### config.mk
export PLATFORM = sky130hd
export DESIGN_NAME = som_operating_mode_control
export DESIGN_NICKNAME = d
export VERILOG_FILES = /design/src/verilog/som_pkg.sv /design/src/verilog/som_wake_if.sv /design/src/verilog/som_operating_mode_control.sv /design/src/verilog/som_wake_detect.sv
export SDC_FILE = /design/constraint.sdc
export NUM_CORES = 1
export LEC_CHECK = 0
export BUFFER_PORTS_ARGS = -buffer_cell sky130_fd_sc_hd__clkbuf_2
export CAP_MARGIN = 40
export CORE_MARGIN = 2
export CORE_UTILIZATION = 52
export CTS_BUF_LIST = sky130_fd_sc_hd__clkbuf_8
export CTS_CLUSTER_DIAMETER = 100
export CTS_CLUSTER_SIZE = 40
export DETAILED_ROUTE_END_ITERATION = 10
export GPL_ROUTABILITY_DRIVEN = 0
export PLACE_DENSITY_LB_ADDON = 0.3
export SKIP_LAST_GASP = 1
export SYNTH_ARGS = -nofsm -noshare
export SYNTH_HDL_FRONTEND = slang
export SYNTH_SLANG_ARGS = --single-unit
### constraint.sdc
create_clock -name clk -period 2.4 [get_ports clk]
set_input_delay 0.12 -clock clk [delete_from_list [all_inputs] [get_ports clk]]
set_output_delay 0.12 -clock clk [all_outputs]
set_load 0.005 [all_outputs]
### src/verilog/som_pkg.sv
// Constants, mode codes and state type of the operating-mode controller.
// Operation
// RULE1: Three mode-select bits choose the operating mode.
// RULE2: Power-up or wake-up enters Standby automatically.
// RULE3: Standby cannot be commanded; only left.
// RULE4: Standby may go straight to Stop/Sleep.
// RULE5: Active enables transmit and receive; has LIN-sleep.
// RULE6: LIN-sleep disables transceiver, pull-up; wake stays.
// RULE7: LIN wake in LIN-sleep: receive low, flag.
// RULE8: Transceiver stays off until Active is commanded; the code also turns the receiver on for a Receive-only command.
// RULE9: Receive-only blocks transmit, keeps receiver running.
// RULE10: Sleep turns off transceiver, regulator and switches.
// RULE11: Sleep wake-up enters Standby, regulator back on.
// RULE12: LIN wake from Sleep holds receive low.
// RULE13: Watchdog in Sleep optional; resets into Standby.
// RULE14: Unwatched Sleep wakes with long open window.
// RULE15: Watched Sleep keeps the oscillator running.
// RULE16: Watchdog state carried over; off after reset.
// RULE17: Low regulator current forces watchdog off.
// RULE18: Watchdog defaults off in Stop and Sleep.
// RULE19: Stop disables transceiver, termination; regulator stays.
// RULE20: LIN wake in Stop pulls data-out low briefly.
// RULE21: Unmapped mode codes leave the mode unchanged.
// RULE22: Mode bits taken only on complete serial word.
package som_pkg;

   // ============================================================
   // Widths
   localparam int MODE_W = 3;
   localparam int MON_N  = 5;

   // ============================================================
   // Mode-select codes
   localparam logic [MODE_W-1:0] CODE_ACTIVE    = 3'h1;
   localparam logic [MODE_W-1:0] CODE_LIN_SLEEP = 3'h2;
   localparam logic [MODE_W-1:0] CODE_RX_ONLY   = 3'h3;
   localparam logic [MODE_W-1:0] CODE_STOP      = 3'h4;
   localparam logic [MODE_W-1:0] CODE_SLEEP     = 3'h5;

   // ============================================================
   // Timing
   localparam int          DO_PULSE_CYCLES = 2;
   localparam logic [1:0]  DO_PULSE_LOAD   = 2'(DO_PULSE_CYCLES);
   localparam logic [1:0]  DO_PULSE_ZERO   = 2'h0;
   localparam logic [MON_N-1:0] MON_RESET  = 5'h00;

   typedef enum logic [2:0] {
      SOM_STANDBY,
      SOM_ACTIVE,
      SOM_LIN_SLEEP,
      SOM_RX_ONLY,
      SOM_STOP,
      SOM_SLEEP
   } som_mode_t;

endpackage

### src/verilog/som_wake_if.sv
// Wake-event signals between the wake detector and the mode controller.
`timescale 1ns/1ps
interface som_wake_if;
   logic mon_change;
   logic lin_wake;
   logic any_wake;
   modport detector (output mon_change, output lin_wake, output any_wake);
   modport control  (input  mon_change, input  lin_wake, input  any_wake);
endinterface

### src/verilog/som_operating_mode_control.sv
// Operating-mode controller: mode state, supply gating, wake and watchdog.
`timescale 1ns/1ps
module som_operating_mode_control
(
   input  wire logic                       clk,
   input  wire logic                       sys_rst,
   input  wire logic                       word_done,
   input  wire logic [som_pkg::MODE_W-1:0] mode_select_bits,
   input  wire logic                       wd_on_cmd,
   input  wire logic [som_pkg::MON_N-1:0]  mon_in,
   input  wire logic                       lin_wake_in,
   input  wire logic                       lin_txd_in,
   input  wire logic                       wd_expired,
   input  wire logic                       reg_current_low,
   output som_pkg::som_mode_t              mode_state,
   output logic                            lin_tx_en,
   output logic                            lin_txd_out,
   output logic                            lin_rx_en,
   output logic                            lin_pullup_en,
   output logic                            lin_wake_en,
   output logic                            ldo_en,
   output logic                            switch_en,
   output logic                            osc_en,
   output logic                            rxd_low,
   output logic                            bus_wake_flag,
   output logic                            do_low,
   output logic                            wd_active,
   output logic                            wd_long_window,
   output logic                            mcu_reset
);

   // ============================================================
   // Wake detection
   som_wake_if wk ();

   som_wake_detect i_som_wake_detect
   (
      .clk         (clk),
      .sys_rst     (sys_rst),
      .mon_in      (mon_in),
      .lin_wake_in (lin_wake_in),
      .wk          (wk)
   );

   // ============================================================
   // Command decode
   som_pkg::som_mode_t state;
   som_pkg::som_mode_t cmd_mode;
   som_pkg::som_mode_t next_state;
   logic               cmd_valid;
   logic               take_cmd;
   logic               in_sleep;
   logic               in_stop;
   logic               in_lin_sleep;
   logic               sleep_wake;
   logic               wd_sleep_reset;
   logic               lin_wake_stop;
   logic               lin_wake_lsl;
   logic               lin_wake_slp;
   logic               wd_on;
   logic [1:0]         do_count;

   // Standby has no code of its own, so it can never be commanded.
   always_comb
   begin
      cmd_mode  = som_pkg::SOM_STANDBY; // RULE3
      cmd_valid = 1'b1;
      case (mode_select_bits) // RULE1
         som_pkg::CODE_ACTIVE:    cmd_mode = som_pkg::SOM_ACTIVE;
         som_pkg::CODE_LIN_SLEEP: cmd_mode = som_pkg::SOM_LIN_SLEEP;
         som_pkg::CODE_RX_ONLY:   cmd_mode = som_pkg::SOM_RX_ONLY;
         som_pkg::CODE_STOP:      cmd_mode = som_pkg::SOM_STOP;
         som_pkg::CODE_SLEEP:     cmd_mode = som_pkg::SOM_SLEEP;
         default:                 cmd_valid = 1'b0; // RULE21
      endcase
   end

   assign take_cmd       = word_done && cmd_valid; // RULE22
   assign in_sleep       = (state == som_pkg::SOM_SLEEP);
   assign in_stop        = (state == som_pkg::SOM_STOP);
   assign in_lin_sleep   = (state == som_pkg::SOM_LIN_SLEEP);
   assign sleep_wake     = in_sleep && wk.any_wake; // RULE11
   assign wd_sleep_reset = in_sleep && wd_on && wd_expired; // RULE13
   assign lin_wake_stop  = in_stop && wk.lin_wake;
   assign lin_wake_lsl   = in_lin_sleep && wk.lin_wake;
   assign lin_wake_slp   = in_sleep && wk.lin_wake;

   // ============================================================
   // Mode state
   // A wake or watchdog event in Sleep outranks a command in the
   // same cycle, because the regulator is off and nothing can have
   // been sent by the microcontroller.
   always_comb
   begin
      next_state = state;
      if (sleep_wake || wd_sleep_reset)
         next_state = som_pkg::SOM_STANDBY; // RULE2
      else if (take_cmd)
         next_state = cmd_mode; // RULE4
   end

   always_ff @(posedge clk)
   begin
      if (sys_rst)
         state <= som_pkg::SOM_STANDBY; // RULE2
      else
         state <= next_state;
   end

   assign mode_state = state;

   // ============================================================
   // Supply and transceiver gating
   // Standby keeps the transceiver quiet until a mode is chosen.
   assign lin_tx_en     = (state == som_pkg::SOM_ACTIVE); // RULE5 RULE8 RULE9
   assign lin_rx_en     = (state == som_pkg::SOM_ACTIVE)
                       || (state == som_pkg::SOM_RX_ONLY); // RULE9
   assign lin_pullup_en = lin_rx_en; // RULE6 RULE19
   assign lin_txd_out   = lin_tx_en ? lin_txd_in : 1'b1; // RULE9
   assign lin_wake_en   = in_lin_sleep || in_stop || in_sleep; // RULE6
   assign ldo_en        = !in_sleep; // RULE10 RULE19
   assign switch_en     = !in_sleep; // RULE10
   assign osc_en        = !in_sleep || wd_on; // RULE15

   // ============================================================
   // Receive line and bus-wake flag
   // The flag is cleared by the next complete word, which carries
   // the status back; a new wake in that cycle wins.
   always_ff @(posedge clk)
   begin
      if (sys_rst)
      begin
         rxd_low       <= 1'b0;
         bus_wake_flag <= 1'b0;
      end
      else
      begin
         if (lin_wake_lsl || lin_wake_slp || lin_wake_stop)
            rxd_low <= 1'b1; // RULE7 RULE12
         else if (take_cmd)
            rxd_low <= 1'b0;
         if (lin_wake_lsl || lin_wake_slp || lin_wake_stop)
            bus_wake_flag <= 1'b1; // RULE7
         else if (word_done)
            bus_wake_flag <= 1'b0;
      end
   end

   // ============================================================
   // Data-out notification
   always_ff @(posedge clk)
   begin
      if (sys_rst)
         do_count <= som_pkg::DO_PULSE_ZERO;
      else if (lin_wake_stop)
         do_count <= som_pkg::DO_PULSE_LOAD; // RULE20
      else if (do_count != som_pkg::DO_PULSE_ZERO)
         do_count <= do_count - 2'h1;
   end

   assign do_low = (do_count != som_pkg::DO_PULSE_ZERO);

   // ============================================================
   // Watchdog on/off state
   // The state only follows the control bit of an accepted word; a
   // mode change alone never touches it, so it is inherited.
   always_ff @(posedge clk)
   begin
      if (sys_rst)
         wd_on <= 1'b0; // RULE16
      else if (take_cmd)
         wd_on <= wd_on_cmd; // RULE13 RULE18
   end

   assign wd_active = wd_on && !reg_current_low; // RULE17

   always_ff @(posedge clk)
   begin
      if (sys_rst)
      begin
         wd_long_window <= 1'b0;
         mcu_reset      <= 1'b0;
      end
      else
      begin
         if (sleep_wake && !wd_on)
            wd_long_window <= 1'b1; // RULE14
         else if (take_cmd)
            wd_long_window <= 1'b0;
         mcu_reset <= wd_sleep_reset; // RULE13
      end
   end
endmodule // som_operating_mode_control

### src/verilog/som_wake_detect.sv
// Wake detector: level change on monitor inputs and LIN wake events.
`timescale 1ns/1ps
module som_wake_detect
(
   input  wire logic                      clk,
   input  wire logic                      sys_rst,
   input  wire logic [som_pkg::MON_N-1:0] mon_in,
   input  wire logic                      lin_wake_in,
   som_wake_if.detector                   wk
);

   // ============================================================
   // Monitor history
   // The first sample after reset only primes the history, so a
   // monitor that idles high does not look like a wake-up.
   logic [som_pkg::MON_N-1:0] mon_prev;
   logic                      primed;

   always_ff @(posedge clk)
   begin
      if (sys_rst)
      begin
         mon_prev <= som_pkg::MON_RESET;
         primed   <= 1'b0;
      end
      else
      begin
         mon_prev <= mon_in;
         primed   <= 1'b1;
      end
   end

   assign wk.mon_change = primed && (mon_in != mon_prev);
   assign wk.lin_wake   = lin_wake_in;
   assign wk.any_wake   = wk.mon_change || lin_wake_in;

endmodule // som_wake_detect

Yosys cells after proc, flatten, opt, wreduce, memory -nomap -nowiden

Index checks and enable logic that the tools add are counted.

$add $sub $neg: 1
$mul: 0
Div/mod/pow operators: 0
Order comparisons: 0
Eq/ne operators: 11
Shift-type cells: 0
Mux-type cells: 11
Bitwise operators: 0
Reductions and logical operators: 29

Operator list:

| operator                                                              | count |
|---|---|
| 3-bit case mux with 5 select lines                                    | 1 |
| 3-bit by 2-bit equality test with 1-bit output, second input constant | 4 |
| 3-bit equality test, second input constant                            | 4 |
| 1-bit logical AND                                                     | 10 |
| 2-bit nonzero test                                                    | 5 |
| 1-bit logical OR                                                      | 8 |
| 1-bit two-way mux                                                     | 8 |
| 3-bit by 1-bit equality test with 1-bit output, second input constant | 2 |
| 5-bit != test                                                         | 1 |
| 5-bit OR reduction                                                    | 1 |
| 2-bit two-way mux                                                     | 2 |
| 2-bit OR reduction                                                    | 2 |
| 1-bit zero test                                                       | 3 |
| 2-bit by 1-bit subtractor with 2-bit output, second input constant    | 1 |

Register bits after elaboration: 16
Latch bits: 0
RAM bits: 0
ROM bits: 0
Input port bits: 16
Output and inout port bits: 17
Logic and storage cells: 62
Memories: 0

Longest topological paths before layout

Gate-level depths: netlist (run 1).

Depth after elaboration: 6
Depth in mapped cells: 6
Depth with buffers taken out: 5

Hierarchy

From an unflattened synthesis (run 1), not the netlist that was laid out.

Cell total of the unflattened synthesis: 85
Area total of the unflattened synthesis: 760.7 um^2

Modules (own cells, without submodules):

| module                     | instances | cells each | area each (um^2) | seq. area each (um^2) |
|---|---|---|---|---|
| som_operating_mode_control | 1         | 61         | 516.7            | 200.2 |
| som_wake_detect            | 1         | 24         | 244.0            | 120.1 |

Worst setup path before layout (run 1)

No wires, ideal clock.

Kind: reg2reg
Start point: register state[2] (netlist: mode_state[2])
End point: register wd_long_window
Setup time: 0.060 ns
Data arrival time: 1.156 ns
Required time: 2.340 ns
Path slack: 1.184 ns
Cell stages (with the launch flop): 5
Path buffers: 0
Clock period less this slack: 1.216 ns
Path through: dfxtp_1 and3b_2 nand2_1 a2111oi_0 a31o_1

Cells in the longest elaborated chain, start to end: 4
Elaborated cells on any way between the ends: 5
Those cells by class: eq/ne (1); mux (1); reduce/logical (3)

Ends and longest elaborated chain:

| element                                                 | line                              | RTL |
|---|---|---|
| start: declaration                                      | som_operating_mode_control.sv:47  | `som_pkg::som_mode_t state;` |
| start signal: assignment                                | som_operating_mode_control.sv:105 | `state <= som_pkg::SOM_STANDBY;` |
| start signal: assignment                                | som_operating_mode_control.sv:107 | `state <= next_state;` |
| 3-bit equality test *                                   | som_operating_mode_control.sv:79  | `assign in_sleep = (state == som_pkg::SOM_SLEEP);` |
| 1-bit logical AND *                                     | som_operating_mode_control.sv:82  | `assign sleep_wake = in_sleep && wk.any_wake;` |
| 1-bit logical AND *                                     | som_operating_mode_control.sv:186 | `if (sleep_wake && !wd_on)` |
| 1-bit two-way mux or 2-bit nonzero test (tied branches) | -                                 |  |
| end signal: assignment                                  | som_operating_mode_control.sv:181 | `wd_long_window <= 1'b0;` |
| end signal: assignment                                  | som_operating_mode_control.sv:187 | `wd_long_window <= 1'b1;` |
| end signal: assignment                                  | som_operating_mode_control.sv:189 | `wd_long_window <= 1'b0;` |
| end: declaration                                        | som_operating_mode_control.sv:28  | `output logic wd_long_window,` |

Mark *: on every way between the ends. The rest lies on a longest branch, timed or not.
A chain may end at the register's enable or synchronous reset.

Worst setup path after layout (run 1)

Start point: register state[2] (netlist: mode_state[2])
End point: output port osc_en

Cells in the longest elaborated chain, start to end: 3

Ends and longest elaborated chain:

| element             | line                              | RTL |
|---|---|---|
| 3-bit equality test | som_operating_mode_control.sv:79  |  |
| 1-bit zero test     | som_operating_mode_control.sv:123 | `assign osc_en = !in_sleep \|\| wd_on;` |
| 1-bit logical OR    | som_operating_mode_control.sv:123 |  |
| end: declaration    | som_operating_mode_control.sv:23  | `output logic osc_en,` |

No other way between the ends.

==> out/qor.csv, run 1 <==
stage;metric;value;unit
detailed_routing;final_antenna_net_count;0;
synthesis;synth-seq-area-share;0.411;
global_routing;overflow;0;
clocking;clk_latency;0.24;ns
setup_path;cp-end-kind;primary output;
clocking;clk_pin_slew_worst_paths;0.06;ns
floorplanning;start_util;0.577;
flow_run;drv_cap;0;
synthesis;synth.avg_cell_area;8.86;µm²
power_and_ir_drop;ir_drop;0.000331;V
detailed_routing;wl_per_cell;12.8;µm
sta;setup_ws;0.994;ns
detailed_routing;first_iter_violations;20;
clocking;clock_sink_count;16;
clocking;post_cts_buffers;0;
cells_and_area;fillers;115;
clocking;cts_hold_buf;0;
global_routing;grt_pass1_wl;2850;µm
place;post-dp-hpwl;1260;µm
setup_path;critPathArrivalTime;1.29;ns
synthesis;async_reset_ff_frac;0;
power_and_ir_drop;power_density;596;mW/mm²
sta;finalSetupViolCount;0;
detailed_routing;drt-pass1-iter-count;4;
run_status;status;completed;
synthesis;synth_most_common_cell;dfxtp_1;
clocking;post_cts_resized;0;
synthesis;syn_nets;106;
synthesis;synth-seq-cells;16;
clocking;h-tree-depth;1;
place;pre_cts_slack;1.09;ns
place;port_buffers;32;
synthesis;ys_types;32;
synthesis;synth_area;779;µm²
setup_path;slowest_stage;dfxtp_1;
cells_and_area;antenna_cells;0;
place;dp.cells;131;
synthesis;ys_warn_count;0;
floorplanning;chipHeight;42.7;µm
synthesis;synth-main-ff-cell;dfxtp_1;
global_routing;grt_pass1_vias;665;
setup_path;setup.worst_path.class;flip-flop to primary output;
setup_path;crit_chain;and3b_2 > or2b_1 > clkbuf_2;
cells_and_area;layout.cells.non_filler;134;
sta;fmax;0.711;GHz
min_path;hp-class;input pin to flip-flop;
synthesis;synth_top_area_frac;0.411;
synthesis;synth_common_cells;dfxtp_1, nor2_1, nand2_1, nor2b_1, xor2_1;
global_routing;gr-usage-all-layers;0.201;
setup_path;worst-path-buf-inv;1;
sta;drv_slew;0;
cells_and_area;multiInputGateArea;417;µm²
cells_and_area;register_area;320;µm²
floorplanning;dieArea;0.00182;mm²
setup_path;cp_data_required_time;2.28;ns
sta;setup_tns;0;ns
power_and_ir_drop;leakagePower;0.478;nW
sta;hold_viol_final;0;
setup_path;cp_slowest_stage_delay;0.44;ns
detailed_routing;remaining_drc_errors;0;
clocking;cts_buffers;3;
clocking;cts_root_buffer;clkbuf_8;
synthesis;netlist_instances;88;
sta;slew_headroom;0.739;
sta;worst_pin_slew;0.382;ns
setup_path;cp_top_family;simple AND/OR/NAND/NOR gates;
sta;fin_crit_sh;0.586;
cells_and_area;final_area;976;µm²
sta;min_period;1.41;ns
global_routing;grt_max_degree;15;
cells_and_area;synthToLayoutAreaGrowth;25.2;%
sta;rsz0062_at_grt;no;
detailed_routing;totalWireLength;1720;µm
global_routing;antenna_found_initial;0;
clocking;cts.path.max_buffers;2;
detailed_routing;vias;711;
cells_and_area;drive_above_1_share;0.328;
clocking;cts_tree;built;
setup_path;startpoint_type;flip-flop;
detailed_routing;via_per_inst;5.31;
floorplanning;rows;13;
floorplanning;io_pins;33;
place;place_area;935;µm²
synthesis;synth_area_leaders;dfxtp_1, xor2_1, nor2b_1, o211ai_1, nor2_1;
synthesis;synth_edf_count;0;
floorplanning;die_width;42.7;µm
cells_and_area;final_nets;139;
floorplanning;core;0.00135;mm²
sta;skew;0.00529;ns
setup_path;worstPathMaxFanout;7;
synthesis;synth_top_area_cell;dfxtp_1;
## kinds of logic (layout without fill, tap and decap cells)
logic type / count (synthesis) / after routing / share of synthesized area
DFF: 16 / 16 / 0.411
adders and majority gates: 2 / 2 / 0.0321
xor gates and xnor gates: 6 / 6 / 0.0674
muxes: 1 / 1 / 0.0128
AOI/OAI and AO/OA: 19 / 19 / 0.172
buffers and inverters: 9 / 40 / 0.0546
and+or+nand+nor: 35 / 35 / 0.250
## worst paths after layout
kind	from	to	slack, ns	cells after the start
worst max-delay path	mode_state[2]$_SDFFE_PP0P_	osc_en	0.99	3
worst min-delay path	wd_expired	mcu_reset$_SDFF_PP0_	0.11	3
worst max register to register	mode_state[1]$_SDFFE_PP0P_	mode_state[2]$_SDFFE_PP0P_	1.01	4
worst min register to register	do_count[0]$_SDFFE_PP0P_	do_count[0]$_SDFFE_PP0P_	0.44	1
## worst reg2reg max path, cell delays in order, from the launching register on
cell and delay [ns]:
dfxtp_1 0.45, and3b_2 0.27, a31oi_1 0.17, o211ai_1 0.16, a211oi_1 0.23
## routing by layer
metal / part of all wire / global-route usage / vias to the layer above / wire length (µm)
met4: 0.0035 / 0.0500 / 0 / 6
met2: 0.47 / 0.333 / 28 / 805
met1: 0.47 / 0.267 / 315 / 800
met5: 0 / 0 / - / 0
met3: 0.060 / 0.0383 / 2 / 103
li1: - / - / 366 / -
## per-stage QoR
stage                util  hold slack [ns]  total power [mW]
floorplan               -            0.192             0.347
global placement    0.692            0.348             0.382
detailed placement  0.692            0.357             0.386
CTS                 0.723            0.104             0.582
global route        0.723            0.116             0.604
finish              0.723            0.106             0.581
## cell usage in the layout (no fill, tap or decap)
cell | Yosys | final
mux2i_1 | 1 | 1
clkbuf_2 | 1 | 32
ha_1 | 2 | 2
xor2_1 | 6 | 6
a2111oi_0 | 1 | 1
or2_2 | 2 | 2
and3b_2 | 1 | 1
a31o_1 | 1 | 1
inv_1 | 5 | 5
o211ai_2 | 1 | 1
and2_1 | 1 | 1
nor4_1 | 1 | 1
dfxtp_1 | 16 | 16
o2bb2ai_1 | 1 | 1
or3_1 | 2 | 2
and2b_1 | 1 | 1
nor2b_1 | 6 | 6
nor4b_1 | 1 | 1
a211oi_1 | 1 | 1
a31oi_1 | 1 | 1
clkbuf_8 | 0 | 3
nor3_1 | 2 | 2
a21o_1 | 1 | 1
nand2b_1 | 3 | 3
o211ai_1 | 4 | 4
nand2_1 | 6 | 6
nor2_1 | 7 | 7
a21oi_1 | 5 | 5
or2b_1 | 1 | 1
and3b_1 | 1 | 1
o22ai_1 | 3 | 3
## layout make-up
| class | count | share of cell area |
|---|---|---|
| Inverter | 5 | 0.0192 |
| Tap cell | 15 | 0.0192 |
| Multi-Input combinational cell | 63 | 0.427 |
| Sequential cell | 16 | 0.328 |
| Timing Repair Buffer | 32 | 0.164 |
| Clock buffer | 3 | 0.0423 |
## power breakdown
group | internal, mW | switching, mW | leakage [nW]
Sequential | 0.279 | 0.0118 | 0.132
Combinational | 0.0442 | 0.0472 | 0.325
Clock | 0.111 | 0.0882 | 0.0216
Total | 0.434 | 0.147 | 0.478
## state kept, by name (all words and copies together), names as in the netlist
signal,cells
bus_wake_flag,1
do_count,2
i_som_wake_detect.mon_prev,5
i_som_wake_detect.primed,1
mcu_reset,1
mode_state,3
rxd_low,1
wd_long_window,1
wd_on,1
No activity file was read; power rests on OpenSTA's default activity.
==> run 2, diff against run 1 <==
CORE_UTILIZATION = 48   (was 52)
clock period = 1.37 ns   (was 2.4 ns; I/O delays follow)
==> out/qor.csv, run 2 (synthesis gave the netlist of run 1 again) <==
stage;metric;value;unit
run_status;status;completed;
place;post-dp-hpwl;1190;µm
detailed_routing;drt-pass1-iter-count;4;
power_and_ir_drop;power_density;1050;mW/mm²
cells_and_area;final_nets;142;
place;dp.cells;135;
cells_and_area;layout_common_cells;clkbuf_2, dfxtp_1, nor2_1;
sta;fmax;0.761;GHz
setup_path;startpoint_type;flip-flop;
setup_path;r2r_setup_slack;0.12;ns
cells_and_area;synthToLayoutAreaGrowth;31.9;%
setup_path;worstPathMaxFanout;6;
sta;fin_crit_sh;0.959;
sta;skew;0.00765;ns
global_routing;gr-usage-all-layers;0.179;
clocking;cts_tree;built;
detailed_routing;totalWireLength;1530;µm
setup_path;cp-end-kind;primary output;
power_and_ir_drop;leakagePower;0.504;nW
floorplanning;io_pins;33;
place;port_buffers;32;
cells_and_area;layout.cells.non_filler;139;
detailed_routing;remaining_drc_errors;0;
flow_run;drv_cap;0;
setup_path;worst-path-buf-inv;2;
clocking;h-tree-depth;1;
global_routing;grt_max_degree;15;
setup_path;cp_data_required_time;1.30;ns
detailed_routing;vias;705;
clocking;cts_root_buffer;clkbuf_8;
clocking;cts_buffers;3;
cells_and_area;largest_reg_flops;5;
floorplanning;core;0.00151;mm²
sta;setup_ws;0.0558;ns
detailed_routing;via_per_inst;5.07;
place;pre_cts_slack;0.0392;ns
floorplanning;dieArea;0.00196;mm²
clocking;cts.path.max_buffers;2;
cells_and_area;layout_commonest_cell;clkbuf_2;
detailed_routing;first_iter_violations;17;
min_path;hold_end;i_som_wake_detect.mon_prev[4]$_SDFF_PP0_;
global_routing;grt_pass1_wl;2590;µm
floorplanning;chipHeight;44.3;µm
cells_and_area;largest_register;i_som_wake_detect.mon_prev;
global_routing;grt_pass1_vias;640;
sta;slew_headroom;0.768;
clocking;cts_hold_buf;0;
clocking;clk_latency;0.25;ns
power_and_ir_drop;ir_drop;0.000959;V
setup_path;cp_slowest_stage_delay;0.31;ns
min_path;hold_depth;2;
detailed_routing;final_antenna_net_count;0;
clocking;clock_sink_count;16;
sta;finalSetupViolCount;0;
min_path;hp-class;input pin to flip-flop;
floorplanning;rows;14;
min_path;hp-start;mon_in[4];
setup_path;cp_top_family;simple AND/OR/NAND/NOR gates;
floorplanning;die_width;44.3;µm
clocking;clk_pin_slew_worst_paths;0.06;ns
sta;drv_slew;0;
setup_path;crit_chain;buf_4 > nand2b_4 > or3_1 > clkbuf_2;
setup_path;r2r_cells;4;
setup_path;setup.worst_path.class;flip-flop to primary output;
detailed_routing;wl_per_cell;11.0;µm
setup_path;reg2reg_from;mode_state[1]$_SDFFE_PP0P_;
global_routing;antenna_found_initial;0;
cells_and_area;drive_above_1_share;0.366;
sta;min_period;1.31;ns
setup_path;rr_endpoint;wd_long_window$_SDFFE_PP0P_;
global_routing;overflow;0;
sta;hold_viol_final;0;
sta;worst_pin_slew;0.348;ns
setup_path;slowest_stage;dfxtp_1;
sta;rsz0062_at_grt;yes;
floorplanning;start_util;0.517;
cells_and_area;antenna_cells;0;
setup_path;critPathArrivalTime;1.25;ns
## run 2: changes by cell type in the layout (fill, tap and decap cells not counted), sizes merged
cell and change:
clkbuf +1, buf +3
## run 2: worst register-to-register path, delay by kind of cell (launching register included)
kind            cells  cell delay [ns]
flops               1             0.31
compound gates      2             0.53
simple gates        2             0.35
## run 2: final cells by class
cell class | count | area (µm²)
Fill cell | 133 | 478
Multi-Input combinational cell | 63 | 432
Sequential cell | 16 | 320
Timing Repair Buffer | 35 | 183
Clock buffer | 4 | 55.1
Tap cell | 16 | 20.0
Inverter | 5 | 18.8
## run 2: per-layer routing
layer | up-vias | track usage | wire [µm]
met5 | - | 0 | 0
met4 | 0 | 0.0182 | 0
met3 | 0 | 0.0857 | 114
met2 | 26 | 0.282 | 682
met1 | 307 | 0.232 | 731
li1 | 372 | - | -
## run 2: how the worst max path moves through the flow
| stage | from | endpoint | slack (ns) | cells past startpoint |
|---|---|---|---|---|
| finish | mode_state[2]$_SDFFE_PP0P_ | lin_txd_out | 0.06 | 4 |
| global route | mode_state[1]$_SDFFE_PP0P_ | wd_long_window$_SDFFE_PP0P_ | -0.009 | 4 |
| floorplan | mode_state[2]$_SDFFE_PP0P_ | wd_long_window$_SDFFE_PP0P_ | 0.15 | 4 |
| CTS | mode_state[2]$_SDFFE_PP0P_ | lin_txd_out | 0.02 | 4 |
| global placement | i_som_wake_detect.mon_prev[3]$_SDFF_PP0_ | wd_long_window$_SDFFE_PP0P_ | 0.10 | 4 |
| detailed placement | i_som_wake_detect.mon_prev[3]$_SDFF_PP0_ | wd_long_window$_SDFFE_PP0P_ | 0.04 | 4 |
## run 2: what timing repair did
action                     CTS  global route
setup endpoints to repair    0             5
resized for setup            0             3
buffers inserted             0             0
## run 2: power by group
group	total [mW]	internal [mW]	leakage, nW	switching, mW
Sequential	0.500	0.489	0.132	0.0113
Combinational	0.180	0.0883	0.344	0.0919
Clock	0.402	0.254	0.0288	0.147
## run 2: per-stage QoR
| step | area (µm²) | TNS (ns) | power (mW) | util | hold slack (ns) |
|---|---|---|---|---|---|
| after CTS | 1010 | 0 | 1.09 | 0.673 | 0.0555 |
| after global routing | 1030 | -0.00854 | 1.14 | 0.683 | 0.0604 |
| after detailed placement | 958 | 0 | 0.683 | 0.636 | 0.309 |
| final | 1030 | 0 | 1.08 | 0.683 | 0.0599 |
| after global placement | 958 | 0 | 0.678 | 0.636 | 0.298 |
| after floorplan | 779 | 0 | 0.607 | - | 0.140 |
==> run 3, diff against run 2 <==
==> constraint.sdc (replaced) <==
create_clock -name clk -period 1.37 [get_ports clk]
set_input_delay 0 -clock clk [delete_from_list [all_inputs] [get_ports clk]]
set_output_delay 0 -clock clk [all_outputs]
set_load 0.005 [all_outputs]
==> out/qor.csv, run 3 (synthesis gave the netlist of run 1 again) <==
stage;metric;value;unit
run_status;status;completed;
sta;fmax;0.785;GHz
floorplanning;chipHeight;44.3;µm
sta;drv_slew;0;
setup_path;cp-startpoint;mode_state[2]$_SDFFE_PP0P_;
setup_path;reg2reg_from;mode_state[1]$_SDFFE_PP0P_;
global_routing;overflow;0;
setup_path;cp-end-kind;primary output;
setup_path;path_depth;4;
min_path;hp-class;input pin to flip-flop;
global_routing;grt_pass1_vias;674;
detailed_routing;via_per_inst;5.07;
clocking;post_cts_buffers;0;
place;port_buffers;32;
power_and_ir_drop;total_power;1.09;mW
clocking;clk_latency;0.25;ns
detailed_routing;totalWireLength;1630;µm
floorplanning;io_pins;33;
detailed_routing;remaining_drc_errors;0;
floorplanning;core;0.00151;mm²
sta;setup_ws;0.0954;ns
sta;worst_pin_slew;0.347;ns
floorplanning;dieArea;0.00196;mm²
global_routing;grt_pass1_wl;2770;µm
cells_and_area;antenna_cells;0;
setup_path;r2r_cells;4;
global_routing;grt_max_degree;15;
detailed_routing;first_iter_violations;6;
sta;skew;0.00785;ns
sta;fin_crit_sh;0.930;
detailed_routing;drt-pass1-iter-count;4;
cells_and_area;final_nets;145;
cells_and_area;drive_above_1_share;0.349;
power_and_ir_drop;combinationalPowerShare;0.170;
sta;finalSetupViolCount;0;
sta;slew_headroom;0.768;
clocking;clk_pin_slew_worst_paths;0.06;ns
clocking;h-tree-depth;1;
setup_path;setup.worst_path.class;flip-flop to primary output;
floorplanning;rows;14;
cells_and_area;fin_util;0.698;
setup_path;startpoint_type;flip-flop;
global_routing;gr-usage-all-layers;0.191;
setup_path;worstPathMaxFanout;6;
global_routing;antenna_found_initial;0;
setup_path;cp_slowest_stage_delay;0.31;ns
power_and_ir_drop;leakagePower;0.514;nW
floorplanning;start_util;0.517;
cells_and_area;final_area;0.00105;mm²
cells_and_area;layout_commonest_cell;clkbuf_2;
setup_path;r2r_setup_slack;0.12;ns
sta;rsz0062_at_grt;yes;
power_and_ir_drop;power_density;1040;mW/mm²
power_and_ir_drop;p_sw;0.253;mW
cells_and_area;largest_reg_flops;5;
place;pre_cts_slack;0.0392;ns
clocking;cts.path.max_buffers;2;
power_and_ir_drop;power.internal;0.835;mW
setup_path;crit_path_end;lin_txd_out;
setup_path;rr_endpoint;wd_long_window$_SDFFE_PP0P_;
place;post-dp-hpwl;1190;µm
sta;min_period;1.27;ns
setup_path;worst-path-buf-inv;2;
power_and_ir_drop;clockPowerShare;0.370;
power_and_ir_drop;swShare;0.233;
power_and_ir_drop;seq_power_share;0.460;
detailed_routing;vias;720;
power_and_ir_drop;ir_drop;0.000975;V
sta;fin_hold_ws;0.00439;ns
cells_and_area;synthToLayoutAreaGrowth;34.8;%
setup_path;crit_chain;buf_4 > nand2b_1 > or3_1 > clkbuf_2;
floorplanning;die_width;44.3;µm
clocking;clock_sink_count;16;
cells_and_area;largest_register;i_som_wake_detect.mon_prev;
sta;hold_viol_final;0;
detailed_routing;wl_per_cell;11.5;µm
setup_path;cp_top_family;simple AND/OR/NAND/NOR gates;
detailed_routing;final_antenna_net_count;0;
setup_path;cp_data_required_time;1.37;ns
setup_path;critPathArrivalTime;1.27;ns
min_path;hp-start;mon_in[1];
place;place_area;958;µm²
clocking;cts_tree;built;
clocking;cts_buffers;3;
cells_and_area;layout_common_cells;clkbuf_2, dfxtp_1, nor2_1;
flow_run;drv_cap;0;
clocking;cts_root_buffer;clkbuf_8;
setup_path;slowest_stage;dfxtp_1;
==> run 3: cell types whose count changed in the layout (fill, tap and decap cells not counted), sizes merged <==
cell	before	now
dlygate4sd3	0	3
==> run 3: power by group through the flow <==
stage | logic (mW) | registers [mW] | clock network, mW
global route | 0.208 | 0.503 | 0.439
finish | 0.185 | 0.500 | 0.403
global placement | 0.169 | 0.509 | 0
CTS | 0.181 | 0.500 | 0.412
floorplan | 0.0923 | 0.515 | 0
detailed placement | 0.173 | 0.510 | 0
==> run 3: routing by layer <==
| metal | vias up | GRT usage | routed length (µm) |
|---|---|---|---|
| met4 | 0 | 0.0182 | 0 |
| met3 | 0 | 0.0857 | 109 |
| met2 | 24 | 0.309 | 759 |
| met5 | - | 0 | 0 |
| met1 | 316 | 0.245 | 765 |
| li1 | 380 | - | - |
==> run 3: how the worst min path moves through the flow <==
| stage | to | slack, ns | depth (start not counted) |
|---|---|---|---|
| floorplan | wd_active | 0.03 | 1 |
| global placement | wd_active | 0.20 | 3 |
| detailed placement | wd_active | 0.20 | 3 |
| CTS | i_som_wake_detect.mon_prev[1]$_SDFF_PP0_ | 0.0008 | 2 |
| global route | i_som_wake_detect.mon_prev[1]$_SDFF_PP0_ | 0.002 | 2 |
| finish | i_som_wake_detect.mon_prev[1]$_SDFF_PP0_ | 0.004 | 2 |
==> run 3: cell type report <==
class | instances | area (µm²)
Inverter | 5 | 18.8
Clock buffer | 4 | 55.1
Fill cell | 132 | 455
Multi-Input combinational cell | 63 | 424
Tap cell | 16 | 20.0
Sequential cell | 16 | 320
Timing Repair Buffer | 38 | 213
==> run 3: what timing repair did <==
action,4_1_cts,5_1_grt
hold endpoints to repair,3,0
resized for setup,0,2
hold buffers,3,0
endpoints found under the setup margin,0,4
==> run 3: metrics by stage <==
step	TNS [ns]	instances
floorplan	0	88
global placement	0	135
detailed placement	0	135
CTS	0	142
global route	-0.00953	142
finish	0	142
